`config.mk`:
```
export PLATFORM = sky130hd
export DESIGN_NAME = spsm_top
export DESIGN_NICKNAME = d
export VERILOG_FILES = /design/src/shared/spsm_pkg.sv /design/src/logic/spsm_socket.sv /design/src/logic/spsm_top.sv
export VERILOG_INCLUDE_DIRS = /design/src /design/src/shared
export SDC_FILE = /design/constraint.sdc
export NUM_CORES = 1
export LEC_CHECK = 0
export ABC_AREA = 0
export BUFFER_PORTS_ARGS = -buffer_cell sky130_fd_sc_hd__buf_2
export CORE_AREA = 5 5 167 169
export CTS_CLUSTER_SIZE = 12
export DETAILED_ROUTE_END_ITERATION = 16
export DIE_AREA = 0 0 172 174
export PLACE_DENSITY = 0.5
export SLEW_MARGIN = 0
export SYNTH_ARGS = -nofsm -noshare
export SYNTH_HDL_FRONTEND = slang
export SYNTH_SLANG_ARGS = --single-unit
```
`constraint.sdc`:
```
create_clock -name clk -period 5.2 [get_ports clk]
set_input_delay 1.04 -clock clk [delete_from_list [all_inputs] [get_ports clk]]
set_output_delay 1.04 -clock clk [all_outputs]
set_load 0.02 [all_outputs]
```
`src/shared/spsm_consts.svh`:
```
`ifndef SPSM_CONSTS_SVH
`define SPSM_CONSTS_SVH


// ----------------------------------------------------------------
// socket map
// ----------------------------------------------------------------
`define SPSM_NUM_SOCKETS    4
`define SPSM_SOCK_BITS      2
`define SPSM_SLOT_BITS      5
`define SPSM_OFF_OB_FREE    5'h00
`define SPSM_OFF_OB_WORK    5'h04
`define SPSM_OFF_IB_PEND    5'h08
`define SPSM_OFF_IB_WORK    5'h0C
`define SPSM_OFF_RSV_A      5'h10
`define SPSM_OFF_RSV_B      5'h14
`define SPSM_OFF_RSV_C      5'h18
`define SPSM_OFF_MGMT       5'h1C

// ----------------------------------------------------------------
// management fields
// ----------------------------------------------------------------
`define SPSM_BIT_RELEASE    0
`define SPSM_BIT_ACTIVE     1
`define SPSM_FLAGS_DISABLED 2'h0
`define SPSM_FLAGS_OFFLINE  2'h1
`define SPSM_FLAGS_INVALID  2'h2
`define SPSM_FLAGS_ONLINE   2'h3
`define SPSM_ZERO_WORD      32'h0000_0000
`define SPSM_ZERO_HIGH      30'h0000_0000

`endif

```
`src/shared/spsm_pkg.sv`:
```
`include "spsm_consts.svh"

package spsm_pkg;

    typedef enum logic [1:0] {
        mode_disabled,
        mode_offline,
        mode_online
    } spsm_mode_t;

    typedef struct packed {
        spsm_mode_t mode;
        logic       drained;
        logic       plugin_reset;
        logic       ib_post;
        logic       ob_take;
        logic       marker_req;
        logic       reset_release;
    } spsm_sock_state_t;

    typedef struct packed {
        logic                         rd_valid;
        logic [31:0]                  rdata;
        logic [`SPSM_NUM_SOCKETS-1:0] ob_free_pop;
        logic [`SPSM_NUM_SOCKETS-1:0] ob_work_push;
        logic [`SPSM_NUM_SOCKETS-1:0] ib_pend_pop;
        logic [`SPSM_NUM_SOCKETS-1:0] ib_work_push;
        logic [31:0]                  push_data;
    } spsm_bus_state_t;

    function automatic logic [1:0] spsm_flags(input spsm_mode_t m);
        unique case (m)
            mode_disabled: spsm_flags = `SPSM_FLAGS_DISABLED;
            mode_offline:  spsm_flags = `SPSM_FLAGS_OFFLINE;
            mode_online:   spsm_flags = `SPSM_FLAGS_ONLINE;
            default:       spsm_flags = `SPSM_FLAGS_DISABLED;
        endcase
    endfunction : spsm_flags

endpackage : spsm_pkg

```
`src/logic/spsm_socket.sv`:
```
`timescale 1ns/100ps
`include "spsm_consts.svh"

module spsm_socket (
    input  wire logic              clk,
    input  wire logic              rst,
    input  wire logic              mgmt_wr,
    input  wire logic [1:0]        mgmt_flags,
    input  wire logic              ib_valid,
    input  wire logic              ib_solicited,
    input  wire logic              ib_marker,
    input  wire logic              ob_valid,
    output spsm_pkg::spsm_mode_t   mode,
    output logic                   drained,
    output logic                   plugin_reset,
    output logic                   ib_post,
    output logic                   ob_take,
    output logic                   marker_req,
    output logic                   reset_release
);
    import spsm_pkg::*;

    spsm_sock_state_t s_reg;
    spsm_sock_state_t s_next;

    // ----------------------------------------------------------------
    // state machine
    // ----------------------------------------------------------------
    always_comb begin
        s_next               = s_reg;
        s_next.marker_req    = 1'b0;
        s_next.reset_release = 1'b0;
        if (mgmt_wr) begin
            // anything not listed keeps the state; invalid flags never match
            unique case (s_reg.mode)
                mode_online: begin
                    if (mgmt_flags == `SPSM_FLAGS_OFFLINE) begin
                        s_next.mode       = mode_offline;
                        s_next.marker_req = 1'b1;
                        // fresh drain each exit, else a late marker seen while still offline, in the cycle of the online write, would block this one
                        s_next.drained    = 1'b0;
                    end
                end
                mode_offline: begin
                    if (mgmt_flags == `SPSM_FLAGS_ONLINE) begin
                        s_next.mode    = mode_online;
                        s_next.drained = 1'b0;
                    end else if (mgmt_flags == `SPSM_FLAGS_DISABLED) begin
                        s_next.mode = mode_disabled;
                    end
                end
                mode_disabled: begin
                    // no path to online here: reset only via offline
                    if (mgmt_flags == `SPSM_FLAGS_OFFLINE) begin
                        s_next.mode          = mode_offline;
                        s_next.reset_release = 1'b1;
                    end
                end
                default: s_next.mode = mode_disabled;
            endcase
        end
        s_next.plugin_reset = (s_next.mode == mode_disabled);
        // marker itself still gets through while offline and not yet drained
        s_next.ib_post = ib_valid && ((s_reg.mode == mode_online) ||
                         ((s_reg.mode == mode_offline) && (ib_solicited ||
                          (ib_marker && !s_reg.drained))));
        if ((s_reg.mode == mode_offline) && ib_valid && ib_marker) begin
            s_next.drained = 1'b1;
        end
        s_next.ob_take = ob_valid && (s_reg.mode != mode_disabled);
    end

    always_ff @(posedge clk) begin
        if (rst) begin
            s_reg <= '{mode: mode_disabled, plugin_reset: 1'b1, default: 1'b0};
        end else begin
            s_reg <= s_next;
        end
    end

    assign mode          = s_reg.mode;
    assign drained       = s_reg.drained;
    assign plugin_reset  = s_reg.plugin_reset;
    assign ib_post       = s_reg.ib_post;
    assign ob_take       = s_reg.ob_take;
    assign marker_req    = s_reg.marker_req;
    assign reset_release = s_reg.reset_release;

endmodule : spsm_socket

```
`src/logic/spsm_top.sv`:
```
`timescale 1ns/100ps
`include "spsm_consts.svh"

module spsm_top #(
    parameter int          ADDR_W    = 32,
    parameter logic [31:0] BASE_ADDR = 32'h0000_0000
) (
    input  wire logic                                clk,
    input  wire logic                                rst,
    // register port of the general port space
    input  wire logic                                reg_wr,
    input  wire logic                                reg_rd,
    input  wire logic [ADDR_W-1:0]                   reg_addr,
    input  wire logic [31:0]                         reg_wdata,
    output logic      [31:0]                         reg_rdata,
    output logic                                     reg_rd_valid,
    // list fifos kept outside this block
    input  wire logic [`SPSM_NUM_SOCKETS-1:0][31:0]  ob_free_data,
    input  wire logic [`SPSM_NUM_SOCKETS-1:0][31:0]  ib_pend_data,
    output logic      [`SPSM_NUM_SOCKETS-1:0]        ob_free_pop,
    output logic      [`SPSM_NUM_SOCKETS-1:0]        ob_work_push,
    output logic      [`SPSM_NUM_SOCKETS-1:0]        ib_pend_pop,
    output logic      [`SPSM_NUM_SOCKETS-1:0]        ib_work_push,
    output logic      [31:0]                         push_data,
    // plug-in side, one bit per socket
    input  wire logic [`SPSM_NUM_SOCKETS-1:0]        ib_valid,
    input  wire logic [`SPSM_NUM_SOCKETS-1:0]        ib_solicited,
    input  wire logic [`SPSM_NUM_SOCKETS-1:0]        ib_marker,
    input  wire logic [`SPSM_NUM_SOCKETS-1:0]        ob_valid,
    output logic      [`SPSM_NUM_SOCKETS-1:0]        plugin_reset,
    output logic      [`SPSM_NUM_SOCKETS-1:0]        ib_post,
    output logic      [`SPSM_NUM_SOCKETS-1:0]        ob_take,
    output logic      [`SPSM_NUM_SOCKETS-1:0]        marker_req,
    output logic      [`SPSM_NUM_SOCKETS-1:0]        reset_release
);
    import spsm_pkg::*;

    localparam int N  = `SPSM_NUM_SOCKETS;
    localparam int LO = `SPSM_SLOT_BITS + `SPSM_SOCK_BITS;

    // ----------------------------------------------------------------
    // address decode
    // ----------------------------------------------------------------
    logic [`SPSM_SLOT_BITS-1:0] slot;
    logic [`SPSM_SOCK_BITS-1:0] sock;
    logic                       hit;
    logic [1:0]                 wr_flags;
    logic [N-1:0]               mgmt_wr;
    logic [N-1:0]               mgmt_rd;
    logic [N-1:0]               drained_w;
    spsm_mode_t                 mode_w [N];

    assign slot     = reg_addr[`SPSM_SLOT_BITS-1:0];
    assign sock     = reg_addr[LO-1:`SPSM_SLOT_BITS];
    // sockets sit back to back above one shared base
    assign hit      = (reg_addr[ADDR_W-1:LO] == BASE_ADDR[ADDR_W-1:LO]);
    // only the two low bits carry meaning; the rest is dropped
    assign wr_flags = reg_wdata[`SPSM_BIT_ACTIVE:`SPSM_BIT_RELEASE];

    // ----------------------------------------------------------------
    // sockets
    // ----------------------------------------------------------------
    genvar gi;
    generate
        for (gi = 0; gi < N; gi++) begin : g_sock
            assign mgmt_wr[gi] = reg_wr && hit && (sock == `SPSM_SOCK_BITS'(gi)) &&
                                 (slot == `SPSM_OFF_MGMT);
            assign mgmt_rd[gi] = reg_rd && hit && (sock == `SPSM_SOCK_BITS'(gi)) &&
                                 (slot == `SPSM_OFF_MGMT);
            spsm_socket u_sock (
                .clk           (clk),
                .rst           (rst),
                .mgmt_wr       (mgmt_wr[gi]),
                .mgmt_flags    (wr_flags),
                .ib_valid      (ib_valid[gi]),
                .ib_solicited  (ib_solicited[gi]),
                .ib_marker     (ib_marker[gi]),
                .ob_valid      (ob_valid[gi]),
                .mode          (mode_w[gi]),
                .drained       (drained_w[gi]),
                .plugin_reset  (plugin_reset[gi]),
                .ib_post       (ib_post[gi]),
                .ob_take       (ob_take[gi]),
                .marker_req    (marker_req[gi]),
                .reset_release (reset_release[gi])
            );
        end
    endgenerate

    // ----------------------------------------------------------------
    // register access
    // ----------------------------------------------------------------
    spsm_bus_state_t b_reg;
    spsm_bus_state_t b_next;

    always_comb begin
        b_next              = b_reg;
        b_next.rd_valid     = reg_rd;
        b_next.rdata        = `SPSM_ZERO_WORD;
        b_next.ob_free_pop  = '0;
        b_next.ob_work_push = '0;
        b_next.ib_pend_pop  = '0;
        b_next.ib_work_push = '0;
        // unmapped and reserved slots read zero and raise nothing
        if (reg_rd && hit) begin
            unique case (slot)
                `SPSM_OFF_OB_FREE: begin
                    b_next.rdata             = ob_free_data[sock];
                    b_next.ob_free_pop[sock] = 1'b1;
                end
                `SPSM_OFF_IB_PEND: begin
                    b_next.rdata             = ib_pend_data[sock];
                    b_next.ib_pend_pop[sock] = 1'b1;
                end
                `SPSM_OFF_MGMT: begin
                    b_next.rdata = {`SPSM_ZERO_HIGH, spsm_flags(mode_w[sock])};
                end
                default: b_next.rdata = `SPSM_ZERO_WORD;
            endcase
        end
        // read-only and reserved slots ignore writes silently; write-only slots read back zero
        if (reg_wr && hit) begin
            unique case (slot)
                `SPSM_OFF_OB_WORK: begin
                    b_next.ob_work_push[sock] = 1'b1;
                    b_next.push_data          = reg_wdata;
                end
                `SPSM_OFF_IB_WORK: begin
                    b_next.ib_work_push[sock] = 1'b1;
                    b_next.push_data          = reg_wdata;
                end
                default: b_next.push_data = b_reg.push_data;
            endcase
        end
    end

    always_ff @(posedge clk) begin
        if (rst) begin
            b_reg <= '0;
        end else begin
            b_reg <= b_next;
        end
    end

    assign reg_rd_valid = b_reg.rd_valid;
    assign reg_rdata    = b_reg.rdata;
    assign ob_free_pop  = b_reg.ob_free_pop;
    assign ob_work_push = b_reg.ob_work_push;
    assign ib_pend_pop  = b_reg.ib_pend_pop;
    assign ib_work_push = b_reg.ib_work_push;
    assign push_data    = b_reg.push_data;

    logic rsv_rd;
    logic misc_rd;
    assign rsv_rd  = reg_rd && hit && ((slot == `SPSM_OFF_RSV_A) || (slot == `SPSM_OFF_RSV_B) ||
                     (slot == `SPSM_OFF_RSV_C));
    // write-only slots and unmapped addresses must look the same as reserved ones
    assign misc_rd = reg_rd && (!hit || (slot == `SPSM_OFF_OB_WORK) || (slot == `SPSM_OFF_IB_WORK));

    // ----------------------------------------------------------------
    // checks per socket
    // ----------------------------------------------------------------
    generate
        for (gi = 0; gi < N; gi++) begin : g_chk
            logic [`SPSM_SOCK_BITS-1:0] me;
            logic                       sel_rd;
            logic                       sel_wr;
            assign me     = `SPSM_SOCK_BITS'(gi);
            assign sel_rd = reg_rd && hit && (sock == me);
            assign sel_wr = reg_wr && hit && (sock == me);

        end
    endgenerate
endmodule : spsm_top

```
==> summary.md <==
| Metric | Value |
|---|---|
| Status | finished, final reports clean |
| Hold WC Path Type | reg -> reg |
| H-tree depth | 4 |
| Synth top cells by count | 113 x dfxtp_1, 72 x nand2_1, 66 x mux4_2, 53 x nor2_1, 44 x a21oi_1 |
| Inserted Clock Buffers | 17 |
| Hold slack final | approximately 480 ps |
| M1 GR Usage | 0.224 |
| Worst vdd ir | 0.191 mV |
| GRT met2 Usage | 0.316 |
| Prevailing post-synth register cell | dfxtp_1 |
| Core ar. | about 26,000 sq um |
| Max-slew violations | 0 |
| Synth-to-layout area growth | 46.5% |
| Largest net degree at the start of global routing | 48 |
| Clk_lat worst skew | ~420 ps |
| GRT overflow | 0 |
| Slew margin rel. | 0.403 |
| Worst path max stage delay | 560 ps |
| Setup Fix Bufs, Post-CTS | 0 |
| Hold-fix buffers, CTS | 0 |
| Slowest CP cell | nor4_2 |
| CTS tree | done |
| Clk buf depth | 2 |
| Post-Syn Instances | around 600 |
| Drt drc | 0 |
| Final Util | 0.351 |
| Register area share after synthesis | 0.358 |
| Port Buffers | 440 |
| Die ar. | about 30,000 sq um |
| Leakage | around 4.2 nW |
| Final setup viols | 0 |
| Synth area leader | dfxtp_1 |
| Register bit total from synthesis | 113 |
| Post-DP HPWL | ~24,000 um |
| I/O pin cnt | 441 |
| Initial antenna violation count | 10 |
| Netlist cell types | 53 |
| FFs w/ async S/R, synth | 0 |
| Area contributors post-synth | dfxtp_1 36%, mux4_2 23%, mux2i_1 6.0%, nand2_1 4.3%, a21oi_1 3.5% |
| First-pass GRT wire length | roughly 42,000 um |
| Worst path cell trace | buf_2, nor4_2, nand4_2, nor4_4, buf_4, mux2i_1, nor2_1 |
| CTS clk-pin slew, worst paths | 60 ps |
| Clk root buf | clkbuf_16 |
| WL/cell | approximately 21 um |
| Max-cap violation count | 0 |
| Setup CP Type | in -> reg |
| Final hold vios | 0 |
| Starting Density | 0.239 |
| WP data required | roughly 5500 ps |
| Final WL | between 20,000 and 30,000 um |
| Avg Vias per Cell | ~4.7 |
| Syn Area/Cell | 10.5 sq um |
| Final ANT Viol Nets | 0 |
| Hold path depth | 2 |
| Rows | 60 |
| Pre-Repair DR Iteration Count | 5 |
| Clk sink count | 113 |
| Yosys warning count | 0 |
| Setup TNS Final | 0 ps |
| Maximum clock rate | 320 MHz |
| RSZ-0062 raised after global routing | false |
| Synth top area share | 0.358 |
| Mapped Nets | about 960 |
| Nets@finish | approximately 1,400 |
| Die width | 172 um |
| Crit share post-route | 0.601 |
| Startpoint Class | primary input |
| Number of synthesized flops with an enable pin | 0 |
| GPL Wtd Cong | just under 0.9 |
| Reg2Reg Depth | 6 |
| Placed inst area | 8660 sq um |
| Crit Path Max Fanout | 33 |
| Power consumption | around 2.4 mW |
| Vias | 6,453 |
| Post-Layout Inst Area | just over 9000 sq um |
| Count leader, synth | dfxtp_1 |
| Worst slew pin tran | ~900 ps |
| P per Cell Area | 260 nW/um^2 |
| Clock skew | 5.73 ps |
| Worst setup EP type | register |
| Die Y-Extent | between 150 and 200 um |
| Met3 usage | 0.0534 |
| Post-cts resize count | 0 |
| GRT Total Usage | 0.186 |
| Tmin final | ~3100 ps |
| Number of DRC markers in iteration 0 | approximately 350 |
| Layout cells sized above 1 | 0.554 |
| Top Usage Layer GRT | met2 |
| Synthesized area | approximately 6300 sq um |
| Arrival @ worst endpoint | 3400 ps |
| Vias in the first global route | roughly 6,800 |
[stage by stage]
stage                     setup WS (ps)  std cells
after CTS                          1860       1357
after floorplan                    2250        602
final                              2070       1362
after global placement             1440       1326
after global routing               1780       1359
after detailed placement           1400       1326
[worst max-delay path: cells and delay by family]
family	cells	cell delay, ps
and+or+nand+nor	4	1440
buffers and inverters	2	610
muxes	1	260
[layout make-up]
cell class / count / area (sq um)
timing repair buffer: 447 / 2260
inverter: 17 / 63.8
sequential: 113 / 2260
fill: 2781 / 17200
clock inverter: 13 / 161
tap: 341 / 427
clock buffer: 18 / 439
antenna: 5 / 12.5
multi-input combinational: 408 / 3650
[worst paths after layout]
kind | from | slack [ps] | end
max | reg_addr[10] | 2070 | push_data[6]$_SDFFE_PP0P_
min | push_data[16]$_SDFFE_PP0P_ | 480 | push_data[16]$_SDFFE_PP0P_
max reg2reg | g_sock[0].u_sock.mode[1]$_SDFF_PP0_ | 3350 | g_sock[0].u_sock.plugin_reset$_SDFF_PP1_
min reg2reg | push_data[16]$_SDFFE_PP0P_ | 480 | push_data[16]$_SDFFE_PP0P_
[power breakdown]
| part | internal [mW] | switching, mW |
|---|---|---|
| clock network | 0.764 | 0.452 |
| logic | 0.188 | 0.141 |
| registers | 0.866 | 0.0000921 |
| total | 1.82 | 0.592 |
[placed cells by master, fill, tap and decap left out, drive strengths merged, types with 6 or more instances in the layout]
cell type,synthesis,layout
buf,41,447
dfxtp,113,113
nand2,73,73
mux4,66,66
nor2,53,53
a21oi,44,44
mux2i,38,38
nor4,23,23
clkbuf,23,18
inv,16,18
ha,17,17
nand3,13,13
nor3b,9,9
or2,8,8
o22ai,6,6
[layer usage]
metal | routed length [um] | part of all wire | up-vias
met5 | 7 | 0.00024 | -
met1 | 11200 | 0.38 | 3078
met4 | 778 | 0.027 | 2
met3 | 2760 | 0.095 | 39
met2 | 14300 | 0.49 | 320
li1 | - | - | 3014
[cell families after synthesis]
family / count (synthesis) / synth area share
compound gates: 74 / 0.0726
xor+xnor: 1 / 0.00138
fa+ha+maj: 21 / 0.0400
buf+inv: 81 / 0.0661
flops: 113 / 0.358
mux: 105 / 0.297
simple gates: 207 / 0.166
(Power assumes the default switching activity.)
